===== src/verilog/embp_params.svh =====
// Constants for the external memory and I/O bus port
// Overview of operation
// - Data lines driven only on own writes
// - I/O request low during I/O accesses
// - Space requests undriven while reset active
// - Memory request low during memory accesses
// - Address and space requests are inputs when granted
// - Read strobe low for whole read
// - Write strobe low for whole write
// - Strobes and fetch flag float when granted
// - Fetch flag marks opcode reads from memory
// - Wait input low stretches the access
// - On request float bus, then acknowledge low
// - Reset pin is input and open-drain output
// - Own address lines driven while bus master
// - Chip select low inside its configured range
`ifndef EMBP_PARAMS_SVH
`define EMBP_PARAMS_SVH

// Bus widths
`define EMBP_ADDR_W 24
`define EMBP_DATA_W 8
`define EMBP_NUM_CS 4

// Clock rate in MHz
`define EMBP_CLK_MHZ 25

// Least self-reset pulse on the reset pin, in ns
`define EMBP_RST_PULSE_NS 640

// Reset values of the held access
`define EMBP_ADDR_RST 24'h000000
`define EMBP_DATA_RST 8'h00
`define EMBP_CNT_RST 16'h0000

`endif


===== src/verilog/embp_pkg.sv =====
// Types for the external memory and I/O bus port
`include "embp_params.svh"

package embp_pkg;

    // Sequencer states of the bus port
    typedef enum logic [2:0] {
        EMBP_RESET,
        EMBP_IDLE,
        EMBP_ADDR,
        EMBP_STROBE,
        EMBP_FLOAT,
        EMBP_ACK,
        EMBP_RESUME
    } embp_state_t;

    // Whole state of the bus port
    typedef struct packed {
        embp_state_t st;
        logic [`EMBP_ADDR_W-1:0] addr;
        logic [`EMBP_DATA_W-1:0] wdata;
        logic write;
        logic io;
        logic fetch;
        logic [`EMBP_DATA_W-1:0] rdata;
        logic rsp_valid;
        logic [15:0] rst_cnt;
    } embp_regs_t;

    // Chip select levels of the decoder (unused; the bus view is combinational)
    typedef struct packed {
        logic [`EMBP_NUM_CS-1:0] cs_n;
    } embp_cs_regs_t;

endpackage


===== src/verilog/embp_cs_if.sv =====
// Bus view shared between the port sequencer and the chip select decoder
`timescale 1ns/1ns
`include "embp_params.svh"

interface embp_cs_if;
    logic [`EMBP_ADDR_W-1:0] addr; // Address seen on the bus
    logic io_space_request_n;                  // I/O space request seen on the bus
    logic memory_space_request_n;                  // Memory space request seen on the bus
    logic [`EMBP_NUM_CS-1:0] cs_n; // Decoded chip selects

    // Sequencer side
    modport port (output addr, output io_space_request_n, output memory_space_request_n, input cs_n);
    // Decoder side
    modport decoder (input addr, input io_space_request_n, input memory_space_request_n, output cs_n);
endinterface


===== src/verilog/embp_chip_select.sv =====
// Chip select decoder: one active-low line per configured range
`timescale 1ns/1ns
`include "embp_params.svh"

module embp_chip_select #(
    parameter int NUM_CS = `EMBP_NUM_CS
) (
    embp_cs_if.decoder bus,
    input wire logic [NUM_CS-1:0] cs_enable,
    input wire logic [NUM_CS-1:0] cs_is_io,
    input wire logic [NUM_CS-1:0][`EMBP_ADDR_W-1:0] cs_lower,
    input wire logic [NUM_CS-1:0][`EMBP_ADDR_W-1:0] cs_upper
);

    // Inclusive range test, shared by every line
    function automatic logic in_range(
        input logic [`EMBP_ADDR_W-1:0] a,
        input logic [`EMBP_ADDR_W-1:0] lo,
        input logic [`EMBP_ADDR_W-1:0] hi
    );
        in_range = (a >= lo) && (a <= hi);
    endfunction

    // One decoder per line; lower numbered line wins on overlap
    genvar i;
    generate
        for (i = 0; i < NUM_CS; i++) begin : g_cs
            logic space_hit; // Access in this line's space
            logic lower_hit; // A lower line already selected
            assign space_hit = cs_is_io[i] ? !bus.io_space_request_n : !bus.memory_space_request_n;
            if (i == 0) begin : g_first
                assign lower_hit = 1'b0;
            end else begin : g_rest
                assign lower_hit = g_cs[i-1].lower_hit || !bus.cs_n[i-1];
            end
            // Line low while an access falls in its range
            assign bus.cs_n[i] = !(cs_enable[i] && space_hit && !lower_hit
                && in_range(bus.addr, cs_lower[i], cs_upper[i]));
        end
    endgenerate

endmodule


===== src/verilog/embp_bus_port.sv =====
// External memory and I/O bus port: sequencer, bus release and reset pin
`timescale 1ns/1ns
`include "embp_params.svh"

module embp_bus_port #(
    parameter int NUM_CS = `EMBP_NUM_CS,
    parameter int RST_PULSE_CYC =
        (`EMBP_RST_PULSE_NS * `EMBP_CLK_MHZ + 999) / 1000
) (
    input wire logic clk,
    input wire logic reset_n,
    // Access requests from the core
    input wire logic req_valid,
    output logic req_ready,
    input wire logic req_write,
    input wire logic req_io,
    input wire logic req_fetch,
    input wire logic [`EMBP_ADDR_W-1:0] req_addr,
    input wire logic [`EMBP_DATA_W-1:0] req_wdata,
    output logic rsp_valid,
    output logic [`EMBP_DATA_W-1:0] rsp_rdata,
    // Core asks to reset itself
    input wire logic self_reset_req,
    // Device held in reset by the pin
    output logic in_reset,
    // Chip select range configuration
    input wire logic [NUM_CS-1:0] cs_enable,
    input wire logic [NUM_CS-1:0] cs_is_io,
    input wire logic [NUM_CS-1:0][`EMBP_ADDR_W-1:0] cs_lower,
    input wire logic [NUM_CS-1:0][`EMBP_ADDR_W-1:0] cs_upper,
    // Address pins
    input wire logic [`EMBP_ADDR_W-1:0] addr_in,
    output logic [`EMBP_ADDR_W-1:0] addr_out,
    output logic addr_oe_n,
    // Data pins
    input wire logic [`EMBP_DATA_W-1:0] data_in,
    output logic [`EMBP_DATA_W-1:0] data_out,
    output logic data_oe_n,
    // I/O space request pin
    input wire logic io_space_request_n_in,
    output logic io_space_request_n_out,
    output logic io_space_request_oe_n,
    // Memory space request pin
    input wire logic memory_space_request_n_in,
    output logic memory_space_request_n_out,
    output logic memory_space_request_oe_n,
    // Read and write strobes
    output logic read_strobe_n,
    output logic read_strobe_oe_n,
    output logic write_strobe_n,
    output logic write_strobe_oe_n,
    // Instruction fetch flag
    output logic instruction_fetch_flag,
    output logic instruction_fetch_flag_oe_n,
    // Wait input
    input wire logic wait_n,
    // Bus release handshake
    input wire logic bus_release_request_n,
    output logic bus_grant_ack_n,
    // Chip selects
    output logic [NUM_CS-1:0] chip_select_lines_n,
    // Open-drain reset pin
    input wire logic reset_pin_in,
    output logic reset_pin_out,
    output logic reset_pin_oe_n
);

    // Self-reset length in clocks; the default
    // rounds the pulse time up to whole clocks
    localparam logic [15:0] RST_PULSE = 16'(RST_PULSE_CYC); // Self-reset length

    embp_pkg::embp_regs_t state_q; // Registered state
    embp_pkg::embp_regs_t state_d; // Next state
    embp_cs_if cs_bus ();          // Bus view for the decoder

    logic owner;    // Port drives address and control
    logic busy_st;  // Access in progress
    logic pin_low;  // Reset pin reads low

    // RESET, FLOAT and ACK leave every pin floated
    // Decode of the current state
    always_comb begin
        owner = (state_q.st == embp_pkg::EMBP_IDLE)
            || (state_q.st == embp_pkg::EMBP_ADDR)
            || (state_q.st == embp_pkg::EMBP_STROBE)
            || (state_q.st == embp_pkg::EMBP_RESUME);
        busy_st = (state_q.st == embp_pkg::EMBP_ADDR)
            || (state_q.st == embp_pkg::EMBP_STROBE);
        pin_low = !reset_pin_in;
    end

    // Access walk, one line per clock:
    // Taking edge: request copied, go to ADDR
    // ADDR: address and any write data driven
    // STROBE: space request and strobe low
    // STROBE again while wait reads low
    // IDLE again: strobes high, answer pulse
    // Release walk, one line per clock:
    // Request low seen in IDLE: go to FLOAT
    // FLOAT: every pin floated, no acknowledge yet
    // ACK: acknowledge low until request is high
    // RESUME: idle levels driven, acknowledge high
    // Request withdrawn in FLOAT skips ACK
    // Pin reset aborts an access with no answer
    // Next-state logic of the whole port
    always_comb begin
        state_d = state_q;
        // Answer pulse lasts one clock
        state_d.rsp_valid = 1'b0;
        // Self-reset pulse counts down while the pin is pulled
        if (self_reset_req && state_q.rst_cnt == 16'h0000) begin
            state_d.rst_cnt = RST_PULSE;
        end else if (state_q.rst_cnt != 16'h0000) begin
            state_d.rst_cnt = state_q.rst_cnt - 16'h0001;
        end
        // Pin low wins over every state below
        if (pin_low) begin
            // External or own low on the pin aborts everything
            state_d.st = embp_pkg::EMBP_RESET;
        end else begin
            case (state_q.st)
                // Leave reset once the pin is high again
                embp_pkg::EMBP_RESET: begin
                    state_d.st = embp_pkg::EMBP_IDLE;
                end
                // Release takes priority over a new access
                embp_pkg::EMBP_IDLE: begin
                    if (!bus_release_request_n) begin
                        state_d.st = embp_pkg::EMBP_FLOAT;
                    end else if (req_valid) begin
                        state_d.st = embp_pkg::EMBP_ADDR;
                        state_d.addr = req_addr;
                        state_d.wdata = req_wdata;
                        state_d.write = req_write;
                        state_d.io = req_io;
                        state_d.fetch = req_fetch && !req_io && !req_write;
                    end
                end
                // Address settles before the strobes fall
                embp_pkg::EMBP_ADDR: begin
                    state_d.st = embp_pkg::EMBP_STROBE;
                end
                // Strobe phase, stretched while wait is low
                embp_pkg::EMBP_STROBE: begin
                    if (wait_n) begin
                        state_d.st = embp_pkg::EMBP_IDLE;
                        state_d.rsp_valid = 1'b1;
                        if (!state_q.write) begin
                            state_d.rdata = data_in;
                        end
                    end
                end
                // Bus floated; acknowledge follows one cycle later
                embp_pkg::EMBP_FLOAT: begin
                    state_d.st = bus_release_request_n
                        ? embp_pkg::EMBP_RESUME : embp_pkg::EMBP_ACK;
                end
                // Bus handed over until the request returns high
                embp_pkg::EMBP_ACK: begin
                    if (bus_release_request_n) begin
                        state_d.st = embp_pkg::EMBP_RESUME;
                    end
                end
                // Driving again with idle levels before any access
                embp_pkg::EMBP_RESUME: begin
                    state_d.st = embp_pkg::EMBP_IDLE;
                end
                default: begin
                    state_d.st = embp_pkg::EMBP_RESET;
                end
            endcase
        end
    end

    // Only flops of the port; every pin below
    // decodes them, so pin levels change right
    // after the deciding edge
    // State register
    always_ff @(posedge clk or negedge reset_n) begin
        if (!reset_n) begin
            state_q.st <= embp_pkg::EMBP_RESET;
            state_q.addr <= `EMBP_ADDR_RST;
            state_q.wdata <= `EMBP_DATA_RST;
            state_q.write <= 1'b0;
            state_q.io <= 1'b0;
            state_q.fetch <= 1'b0;
            state_q.rdata <= `EMBP_DATA_RST;
            state_q.rsp_valid <= 1'b0;
            state_q.rst_cnt <= `EMBP_CNT_RST;
        end else begin
            state_q <= state_d;
        end
    end

    // Ready is combinational, so a held request
    // is taken on the first edge the port is free
    // Core-side handshake and answer
    always_comb begin
        req_ready = (state_q.st == embp_pkg::EMBP_IDLE)
            && bus_release_request_n && !pin_low;
        rsp_valid = state_q.rsp_valid;
        rsp_rdata = state_q.rdata;
        in_reset = (state_q.st == embp_pkg::EMBP_RESET);
    end

    // Address stays on the pins between accesses
    // Address pins: driven while master, inputs when granted
    always_comb begin
        addr_out = state_q.addr;
        addr_oe_n = !owner;
    end

    // Floated on reads so the memory or
    // peripheral can drive the lines back
    // Data pins: driven only during own write accesses
    always_comb begin
        data_out = state_q.wdata;
        data_oe_n = !(busy_st && state_q.write);
    end

    // Requests fall one clock after the address,
    // so decoders see a settled address
    // Space requests: low only in the strobe phase of the access
    always_comb begin
        io_space_request_n_out = !((state_q.st == embp_pkg::EMBP_STROBE)
            && state_q.io);
        memory_space_request_n_out = !((state_q.st == embp_pkg::EMBP_STROBE)
            && !state_q.io);
        // Undriven in reset and while granted
        io_space_request_oe_n = !owner;
        memory_space_request_oe_n = !owner;
    end

    // Fetch flag never set for I/O or writes
    // Read and write strobes and the fetch flag
    always_comb begin
        read_strobe_n = !((state_q.st == embp_pkg::EMBP_STROBE)
            && !state_q.write);
        write_strobe_n = !((state_q.st == embp_pkg::EMBP_STROBE)
            && state_q.write);
        // Flag rides with memory request and read strobe
        instruction_fetch_flag = (state_q.st == embp_pkg::EMBP_STROBE)
            && state_q.fetch;
        // Floated in reset and while granted
        read_strobe_oe_n = !owner;
        write_strobe_oe_n = !owner;
        instruction_fetch_flag_oe_n = !owner;
    end

    // High in FLOAT, so the outside master never
    // sees it before all pins have let go
    // Acknowledge low only while the bus is handed over
    always_comb begin
        bus_grant_ack_n = (state_q.st != embp_pkg::EMBP_ACK);
    end

    // Own pull loops back through the pin input,
    // so a self-reset also holds the port in RESET
    // Counter reloads only after the pulse ends
    // Reset pin: open drain, pulled low only during self-reset
    always_comb begin
        reset_pin_out = 1'b0;
        reset_pin_oe_n = (state_q.rst_cnt == 16'h0000);
    end

    // Own levels while driving, the outside
    // master's pin levels while granted
    // In RESET both requests read high, so no
    // select falls on a floating request pin
    // Bus view: own levels as master, pin levels when granted
    always_comb begin
        if (owner) begin
            cs_bus.addr = addr_out;
            cs_bus.io_space_request_n = io_space_request_n_out;
            cs_bus.memory_space_request_n = memory_space_request_n_out;
        end else if (state_q.st == embp_pkg::EMBP_RESET) begin
            cs_bus.addr = addr_in;
            cs_bus.io_space_request_n = 1'b1;
            cs_bus.memory_space_request_n = 1'b1;
        end else begin
            cs_bus.addr = addr_in;
            cs_bus.io_space_request_n = io_space_request_n_in;
            cs_bus.memory_space_request_n = memory_space_request_n_in;
        end
    end

    // More lines need a wider range configuration
    // Chip select decoder on the bus view
    embp_chip_select #(
        .NUM_CS(NUM_CS)
    ) u_cs (
        .bus(cs_bus.decoder),
        .cs_enable(cs_enable),
        .cs_is_io(cs_is_io),
        .cs_lower(cs_lower),
        .cs_upper(cs_upper)
    );

    // Chip select pins follow the decoder
    always_comb begin
        chip_select_lines_n = cs_bus.cs_n;
    end

endmodule


===== config.mk =====
export PLATFORM = sky130hd
export DESIGN_NAME = embp_bus_port
export DESIGN_NICKNAME = d
export VERILOG_FILES = /design/src/verilog/embp_pkg.sv /design/src/verilog/embp_cs_if.sv /design/src/verilog/embp_chip_select.sv /design/src/verilog/embp_bus_port.sv
export VERILOG_INCLUDE_DIRS = /design/src /design/src/verilog
export SDC_FILE = /design/constraint.sdc
export NUM_CORES = 1
export LEC_CHECK = 0
export ABC_AREA = 0
export BUFFER_PORTS_ARGS = -buffer_cell sky130_fd_sc_hd__buf_2
export CELL_PAD_IN_SITES_DETAIL_PLACEMENT = 0
export CELL_PAD_IN_SITES_GLOBAL_PLACEMENT = 1
export CORE_MARGIN = 3
export CORE_UTILIZATION = 32
export DETAILED_ROUTE_END_ITERATION = 12
export PLACE_DENSITY = 0.76
export SYNTH_ARGS = -nofsm -noshare
export SYNTH_HDL_FRONTEND = slang
export SYNTH_HIERARCHICAL = 1
export SYNTH_SLANG_ARGS = --single-unit

===== constraint.sdc =====
create_clock -name clk -period 3.8 [get_ports clk]
set_input_delay 0.57 -clock clk [delete_from_list [all_inputs] [get_ports clk]]
set_output_delay 0.57 -clock clk [all_outputs]
set_load 0.1 [all_outputs]

After elaboration in Yosys (flattened, before gate mapping)
Cells that the tools add are included.
Widths: inputs -> output; s select.
Word-level totals
  flip-flop bits (word level): 63
  bits in latches: 0
  RAM bits: 0
  memory bits (read-only): 0
  input port bits: 276
  output and inout bits: 62
  logic and storage cells: 108
  memories: 0
Cells by class
  add/subtract/negate cells: 1
  multiply operators: 0
  divide/modulo/power cells: 0
  order comparisons: 8
  equality and inequality tests: 10
  shift operators: 0
  multiplexer cells: 21
  bitwise logic cells: 1
  reduce and logical (&&, ||, !) cells: 58
Operators with widths (count)
  $ge 24x24->1: 4
  $le 24x24->1: 4
  $mux 38: 1
  $mux 16: 2
  $logic_and 1x1->1: 26
  $mux 24: 1
  $logic_not 1->1: 18
  $pmux 3 s6: 1
  $logic_not 16->1: 1
  $reduce_bool 16->1: 1
  $sub 16x1->16 const B: 1
  $mux 3: 4
  $mux 1: 11
  $eq 3x3->1 const B: 3
  $ne 3x3->1 const B: 3
  $reduce_and 4->1: 2
  $eq 3x2->1 const B: 2
  $logic_or 1x1->1: 6
  $ne 4x4->1 const B: 1
  $eq 3x1->1 const B: 1
  $logic_not 3->1: 1
  $reduce_and 3->1: 1
  $mux 2: 1
  $reduce_bool 2->1: 1
  2 further kinds: 2

Longest topological paths before layout
  word-level depth: 21
  gate-level depth with buffers: 13
  depth with buffers taken out: 12

Hierarchy
Netlist, hierarchy kept.
Modules (own cells, without submodules)
  embp_chip_select: times used 1, cells each 668, area each 4802.1 µm², sequential area each 0.0 µm²
  embp_bus_port: times used 1, cells each 279, area each 3298.2 µm², sequential area each 1576.5 µm²

Least setup slack after synthesis
Ideal clock, no wire load.
  path type: flip-flop to output port
  start point: reg state_q[60] in the netlist's numbering
  end point: out chip_select_lines_n[2]
  data arrival time: 5.483 ns
  required time: 3.230 ns
  path slack: -2.253 ns
  cell stages (with the launch flop): 14
  buffers on the path: 2
  cell sequence: dfrtp_1 -> clkbuf_1 -> inv_1 -> mux2i_1 -> buf_2 -> mux2_2 -> ha_1 -> nand4_1 -> nor3_1 -> nand4_1 -> a211o_1 -> o211ai_1 -> nand4_1 -> nand3b_1
Between the ends
  elaborated cells between the ends (all ways): 43
  classes of those cells: order compare (6); eq/ne (4); mux (8); reduce/logical (25)
RTL lines
  start, declared: line embp_bus_port.sv:72  | embp_pkg::embp_regs_t state_q;
  start signal, assigned: line embp_bus_port.sv:191  | state_q <= state_d;
  $eq 3x1->1 or $eq 3x2->1 (tied branches): line embp_bus_port.sv:83, embp_bus_port.sv:84
  $logic_or 1x1->1: line embp_bus_port.sv:84  | || (state_q.st == embp_pkg::EMBP_ADDR)
  $logic_or 1x1->1: line embp_bus_port.sv:85  | || (state_q.st == embp_pkg::EMBP_STROBE)
  $logic_or 1x1->1 (*): line embp_bus_port.sv:86  | || (state_q.st == embp_pkg::EMBP_RESUME);
  $mux 24 (*): line embp_bus_port.sv:272  | if (owner) begin
  via cs_bus.addr[21]: line embp_cs_if.sv:6  | logic [`EMBP_ADDR_W-1:0] addr;
  $ge 24x24->1 or $le 24x24->1 (tied branches): line embp_chip_select.sv:21  | in_range = (a >= lo) && (a <= hi);
  $logic_and 1x1->1 (*): line embp_chip_select.sv:21
  [... 2 more ...]
  via chip_select_lines_n[0]: line embp_bus_port.sv:61  | output logic [NUM_CS-1:0] chip_select_lines_n,
  $logic_and 1x1->1 (*): line embp_chip_select.sv:37  | assign bus.cs_n[i] = !(cs_enable[i] && space_hit && !lower_hit
  $logic_and 1x1->1 (*): line embp_chip_select.sv:38  | && in_range(bus.addr, cs_lower[i], cs_upper[i]));
  $logic_or 1x1->1 (*): line embp_chip_select.sv:34  | assign lower_hit = g_cs[i-1].lower_hit || !bus.cs_n[i-1];
  $logic_not 1->1 (*): line embp_chip_select.sv:37
  $logic_and 1x1->1 (*): line embp_chip_select.sv:37
  $logic_and 1x1->1 (*): line embp_chip_select.sv:38
  $logic_not 1->1 (*): line embp_chip_select.sv:37
  end, declared: line embp_bus_port.sv:61
The timed path passes the listed nets; every way through them passes the cells marked *.

Worst setup path in the final report
  start point: reg state_q[60] in the netlist's numbering
  end point: out chip_select_lines_n[3]
Between the ends
  elaborated cells between the ends (all ways): 52
  classes of those cells: order compare (8); eq/ne (4); mux (9); reduce/logical (31)
RTL lines (line)
  $eq 3x1->1 or $eq 3x2->1 (tied branches): embp_bus_port.sv:83, embp_bus_port.sv:84
  $logic_or 1x1->1: embp_bus_port.sv:84
  $logic_or 1x1->1: embp_bus_port.sv:85
  $logic_or 1x1->1 (*): embp_bus_port.sv:86
  $mux 24 (*): embp_bus_port.sv:272
  via cs_bus.addr[14]: embp_cs_if.sv:6
  $ge 24x24->1 or $le 24x24->1 (tied branches): embp_chip_select.sv:21
  $logic_and 1x1->1: embp_chip_select.sv:21
  [... 5 more ...]
  $logic_not 1->1: embp_chip_select.sv:37
  $logic_and 1x1->1: embp_chip_select.sv:37
  $logic_and 1x1->1: embp_chip_select.sv:38
  $logic_or 1x1->1: embp_chip_select.sv:34
  $logic_not 1->1: embp_chip_select.sv:37
  $logic_and 1x1->1: embp_chip_select.sv:37
  $logic_and 1x1->1 (*): embp_chip_select.sv:38
  $logic_not 1->1 (*): embp_chip_select.sv:37
Marked as above.

==> impl_metrics.yaml <==
status:
  status: "finished with violations"
  violations: "setup timing"
floorplan:
  initial_utilization_pct: 32.9
  io_pins: 338
  die-area_sq_mm: 0.0273
  core_area_sq_mm: 0.0246
  rows: 57
  die_y_um: 165
  die_x_um: 165
setup_path:
  timing.critical_path.mode_cell: "buf_4"
  critPathKind: "register to output pin"
  cpPeakStageDelay_ns: 0.40
  path_cells: "inv_4 > mux2i_4 > buf_12 > buf_4 > mux2_4 > buf_4 > ha_1 > nand4_1 > nor4_2 > buf_4 > a311oi_1 > o211ai_1 > nand4_1 > buf_12"
  ff2ff_setup_slack_ns: 1.30
  crit_arrival_ns: 3.78
  end_kind: "output pin"
  ff2ff_path_depth: 7
  slowest_stage: "dfrtp_1"
  required_ns: 3.23
  rr_startpoint: "state_q[60]$_DFFE_PN0P_"
  timing.rr.end: "data_out[7]$_DFFE_PN0P_"
  critPathTopFamily: "buffers and inverters"
  crit_fanout: 8
  startpoint_type: "register"
  worst-path-buf-inv: 6
detailed_routing:
  top_layer_used: "met4"
  routed_wl_um: 29500
  wl_met2_um: 14500
  num_vias: 8143
  routed_via_density: 4.87
  first_pass_iters: 5
  wl_met3_um: 1850
  wl_met1_um: 12300
  drt_first_iter_violations: 370
  drcViolationCount: 0
  postRouteAntennaNets: 0
  post_drt_wl_per_cell_um: 17.6
clocking:
  cts_buffer_depth: 2
  root_buffer: "clkbuf_16"
  ctsHtreeMaxLevel: 3
  clk_latency_ns: 0.32
  cts_buffers: 9
  cts_tree: "yes"
  numClockSinks: 63
  clk_pin_slew_ns: 0.06
timing:
  setup_tns_ns: -2.14
  slew_headroom_pct: 51.6
  hold_violations: 0
  rsz0062_at_grt: "yes"
  setup_viol_count_final: 4
  period_needed_ns: 4.35
  fmax_mhz: 230
  worst_pin_slew_ns: 0.725
  slew_violations: 0
  setup_ws_ns: -0.550
  finClkSkew_ns: 0.00623
  fin_crit_sh_pct: 114
cells_and_area:
  final_area_sq_mm: 0.0113
  instances_no_fill: 1673
  multi_input_area_sq_mm: 0.00566
  fin_nets: 1811
  drive_gt1_share_pct: 40.8
  utilization_pct: 45.9
  register_area_sq_mm: 0.00158
  fill_cells: 2472
  area_delta_synth_final_pct: 39.4
global_routing:
  grt_pass1_vias: 8236
  track_usage_pct: 20.5
  antenna_found_initial: 1
  grt_first_pass_wirelength_um: 42700
  grt.overflow.total: 0
  grt_max_degree: 34
place:
  io_buffers: 336
  dp_hpwl_um: 26000
  placed_area_sq_mm: 0.0107
  gp_congestion: 0.928
  place_inst: 1646
logic_synthesis:
  synth_compound_area_share_pct: 13.2
  ys_warn_count: 6
  synth_ff_type: "dfrtp_1"
  syn_avg_cell_area_sq_um: 8.55
  synth-seq-cells: 63
  synth-simple-area-share_pct: 12.8
  synth_top_family_by_area: "adder cells"
  muxShareOfSynthArea_pct: 10.1
  synthesis.area_sq_mm: 0.00810
  syn_nets: 1416
  synth_adder_area_share_pct: 29.8
  async_flop_share_pct: 100
  synthDistinctLibCells: 54
  synth_edf_count: 0
  synth_cells: 947
  synth_xor_area_share_pct: 1.08
  ys_seq_area_share_pct: 19.5
pwr:
  vdd_drop_max_uv: 602
  p_per_area_mw_per_mm2: 525
  p_leak_nw: 6.41
flow_run:
  max-cap-violations: 0
min_path:
  hp-class: "primary input to asynchronous set/reset pin"
final cells by class:
| cell class | instances | area share [%] |
|---|---|---|
| multi-input cells | 639 | 50.1 |
| repair buffers | 438 | 23.0 |
| flip-flops and latches | 63 | 14.0 |
| inverters | 191 | 6.37 |
| well taps | 324 | 3.59 |
| clock buffers | 9 | 2.00 |
| clock inverters | 7 | 0.920 |
| diodes | 2 | 0.0443 |
cells in the final DEF, fill, tap and decap left out, types with 6 or more instances in the layout:
| master | synthesis | final |
|---|---|---|
| a21oi_1 | 58 | 56 |
| a211oi_1 | 20 | 16 |
| buf_12 | 0 | 10 |
| nor2b_1 | 7 | 7 |
| buf_2 | 6 | 332 |
| nand3b_1 | 6 | 6 |
| ha_4 | 0 | 6 |
| or4_1 | 6 | 6 |
| nand2b_1 | 8 | 8 |
| nand2_1 | 46 | 45 |
| inv_1 | 191 | 190 |
| nand4_1 | 38 | 38 |
| o21ai_0 | 35 | 35 |
| mux2_4 | 0 | 12 |
| o211ai_1 | 10 | 10 |
| a21o_1 | 14 | 14 |
| ha_1 | 193 | 187 |
| clkbuf_16 | 0 | 9 |
| buf_4 | 46 | 93 |
| mux2_2 | 67 | 55 |
| nand3_1 | 13 | 13 |
| xnor2_1 | 7 | 7 |
| dfrtp_1 | 63 | 63 |
| nor2_1 | 28 | 27 |
| nor3_1 | 18 | 17 |
cell usage after synthesis, types with 8 or more instances:
| cell type | count | area share [%] |
|---|---|---|
| mux2_2 | 67 | 9.3 |
| nand2b_1 | 8 | 0.62 |
| nand3_1 | 13 | 0.80 |
| ha_1 | 193 | 30 |
| buf_4 | 46 | 4.3 |
| o21ai_0 | 35 | 2.2 |
| nand4_1 | 38 | 2.9 |
| nor2_1 | 28 | 1.3 |
| inv_1 | 191 | 8.9 |
| a211oi_1 | 20 | 1.9 |
| o211ai_1 | 10 | 0.93 |
| nand2_1 | 46 | 2.1 |
| nor3_1 | 18 | 1.1 |
| a21oi_1 | 58 | 3.6 |
| dfrtp_1 | 63 | 19 |
| a21o_1 | 14 | 1.3 |
cell families after synthesis:
family                     after synthesis
muxes                                   73
and+or+nand+nor                        193
other                                    1
buffers and inverters                  245
adders and majority gates              193
AOI/OAI and AO/OA                      169
xor gates and xnor gates                10
DFF                                     63
what timing repair did:
action                                  CTS  global route
gates resized for setup                  11            20
endpoints found under the setup margin    4             4
setup buffers                             3             6
hold buffers                              0             0
pin swaps                                 9            13
routing by layer:
metal,track usage (%),vias to the layer above
met2,36.1,281
met3,3.07,47
met4,6.40,0
li1,-,4084
met5,0,-
met1,25.6,3731
through the flow:
step / total power [W] / hold WS [ns] / setup WS (ns)
global route: 0.00634 / 0.345 / -0.679
floorplan: 0.00399 / 0.274 / -1.63
global placement: 0.00488 / 0.478 / -0.380
detailed placement: 0.00493 / 0.483 / -0.332
CTS: 0.00590 / 0.311 / -0.586
finish: 0.00593 / 0.305 / -0.550
where the power goes:
group	internal, W	total (W)	switching [W]
sequential	0.000906	0.00112	0.000217
clock	0.000583	0.000902	0.000319
combinational	0.00136	0.00390	0.00255
total	0.00285	0.00593	0.00308
how the worst max path moves through the flow:
stage | start | end | slack, ns | cells after the start
floorplan | state_q[60]$_DFFE_PN0P_ | chip_select_lines_n[2] | -1.63 | 13
global placement | state_q[60]$_DFFE_PN0P_ | chip_select_lines_n[3] | -0.38 | 15
detailed placement | state_q[60]$_DFFE_PN0P_ | chip_select_lines_n[3] | -0.33 | 15
CTS | state_q[60]$_DFFE_PN0P_ | chip_select_lines_n[3] | -0.59 | 15
global route | state_q[60]$_DFFE_PN0P_ | chip_select_lines_n[2] | -0.68 | 15
finish | state_q[60]$_DFFE_PN0P_ | chip_select_lines_n[3] | -0.55 | 14
flip-flops by register name, indices dropped and copies added, names as in the netlist:
signal,cells
state_q,22
data_out,8
rsp_valid,1
rsp_rdata,8
addr_out,24
Note: power is estimated with default switching activity, not from simulation.
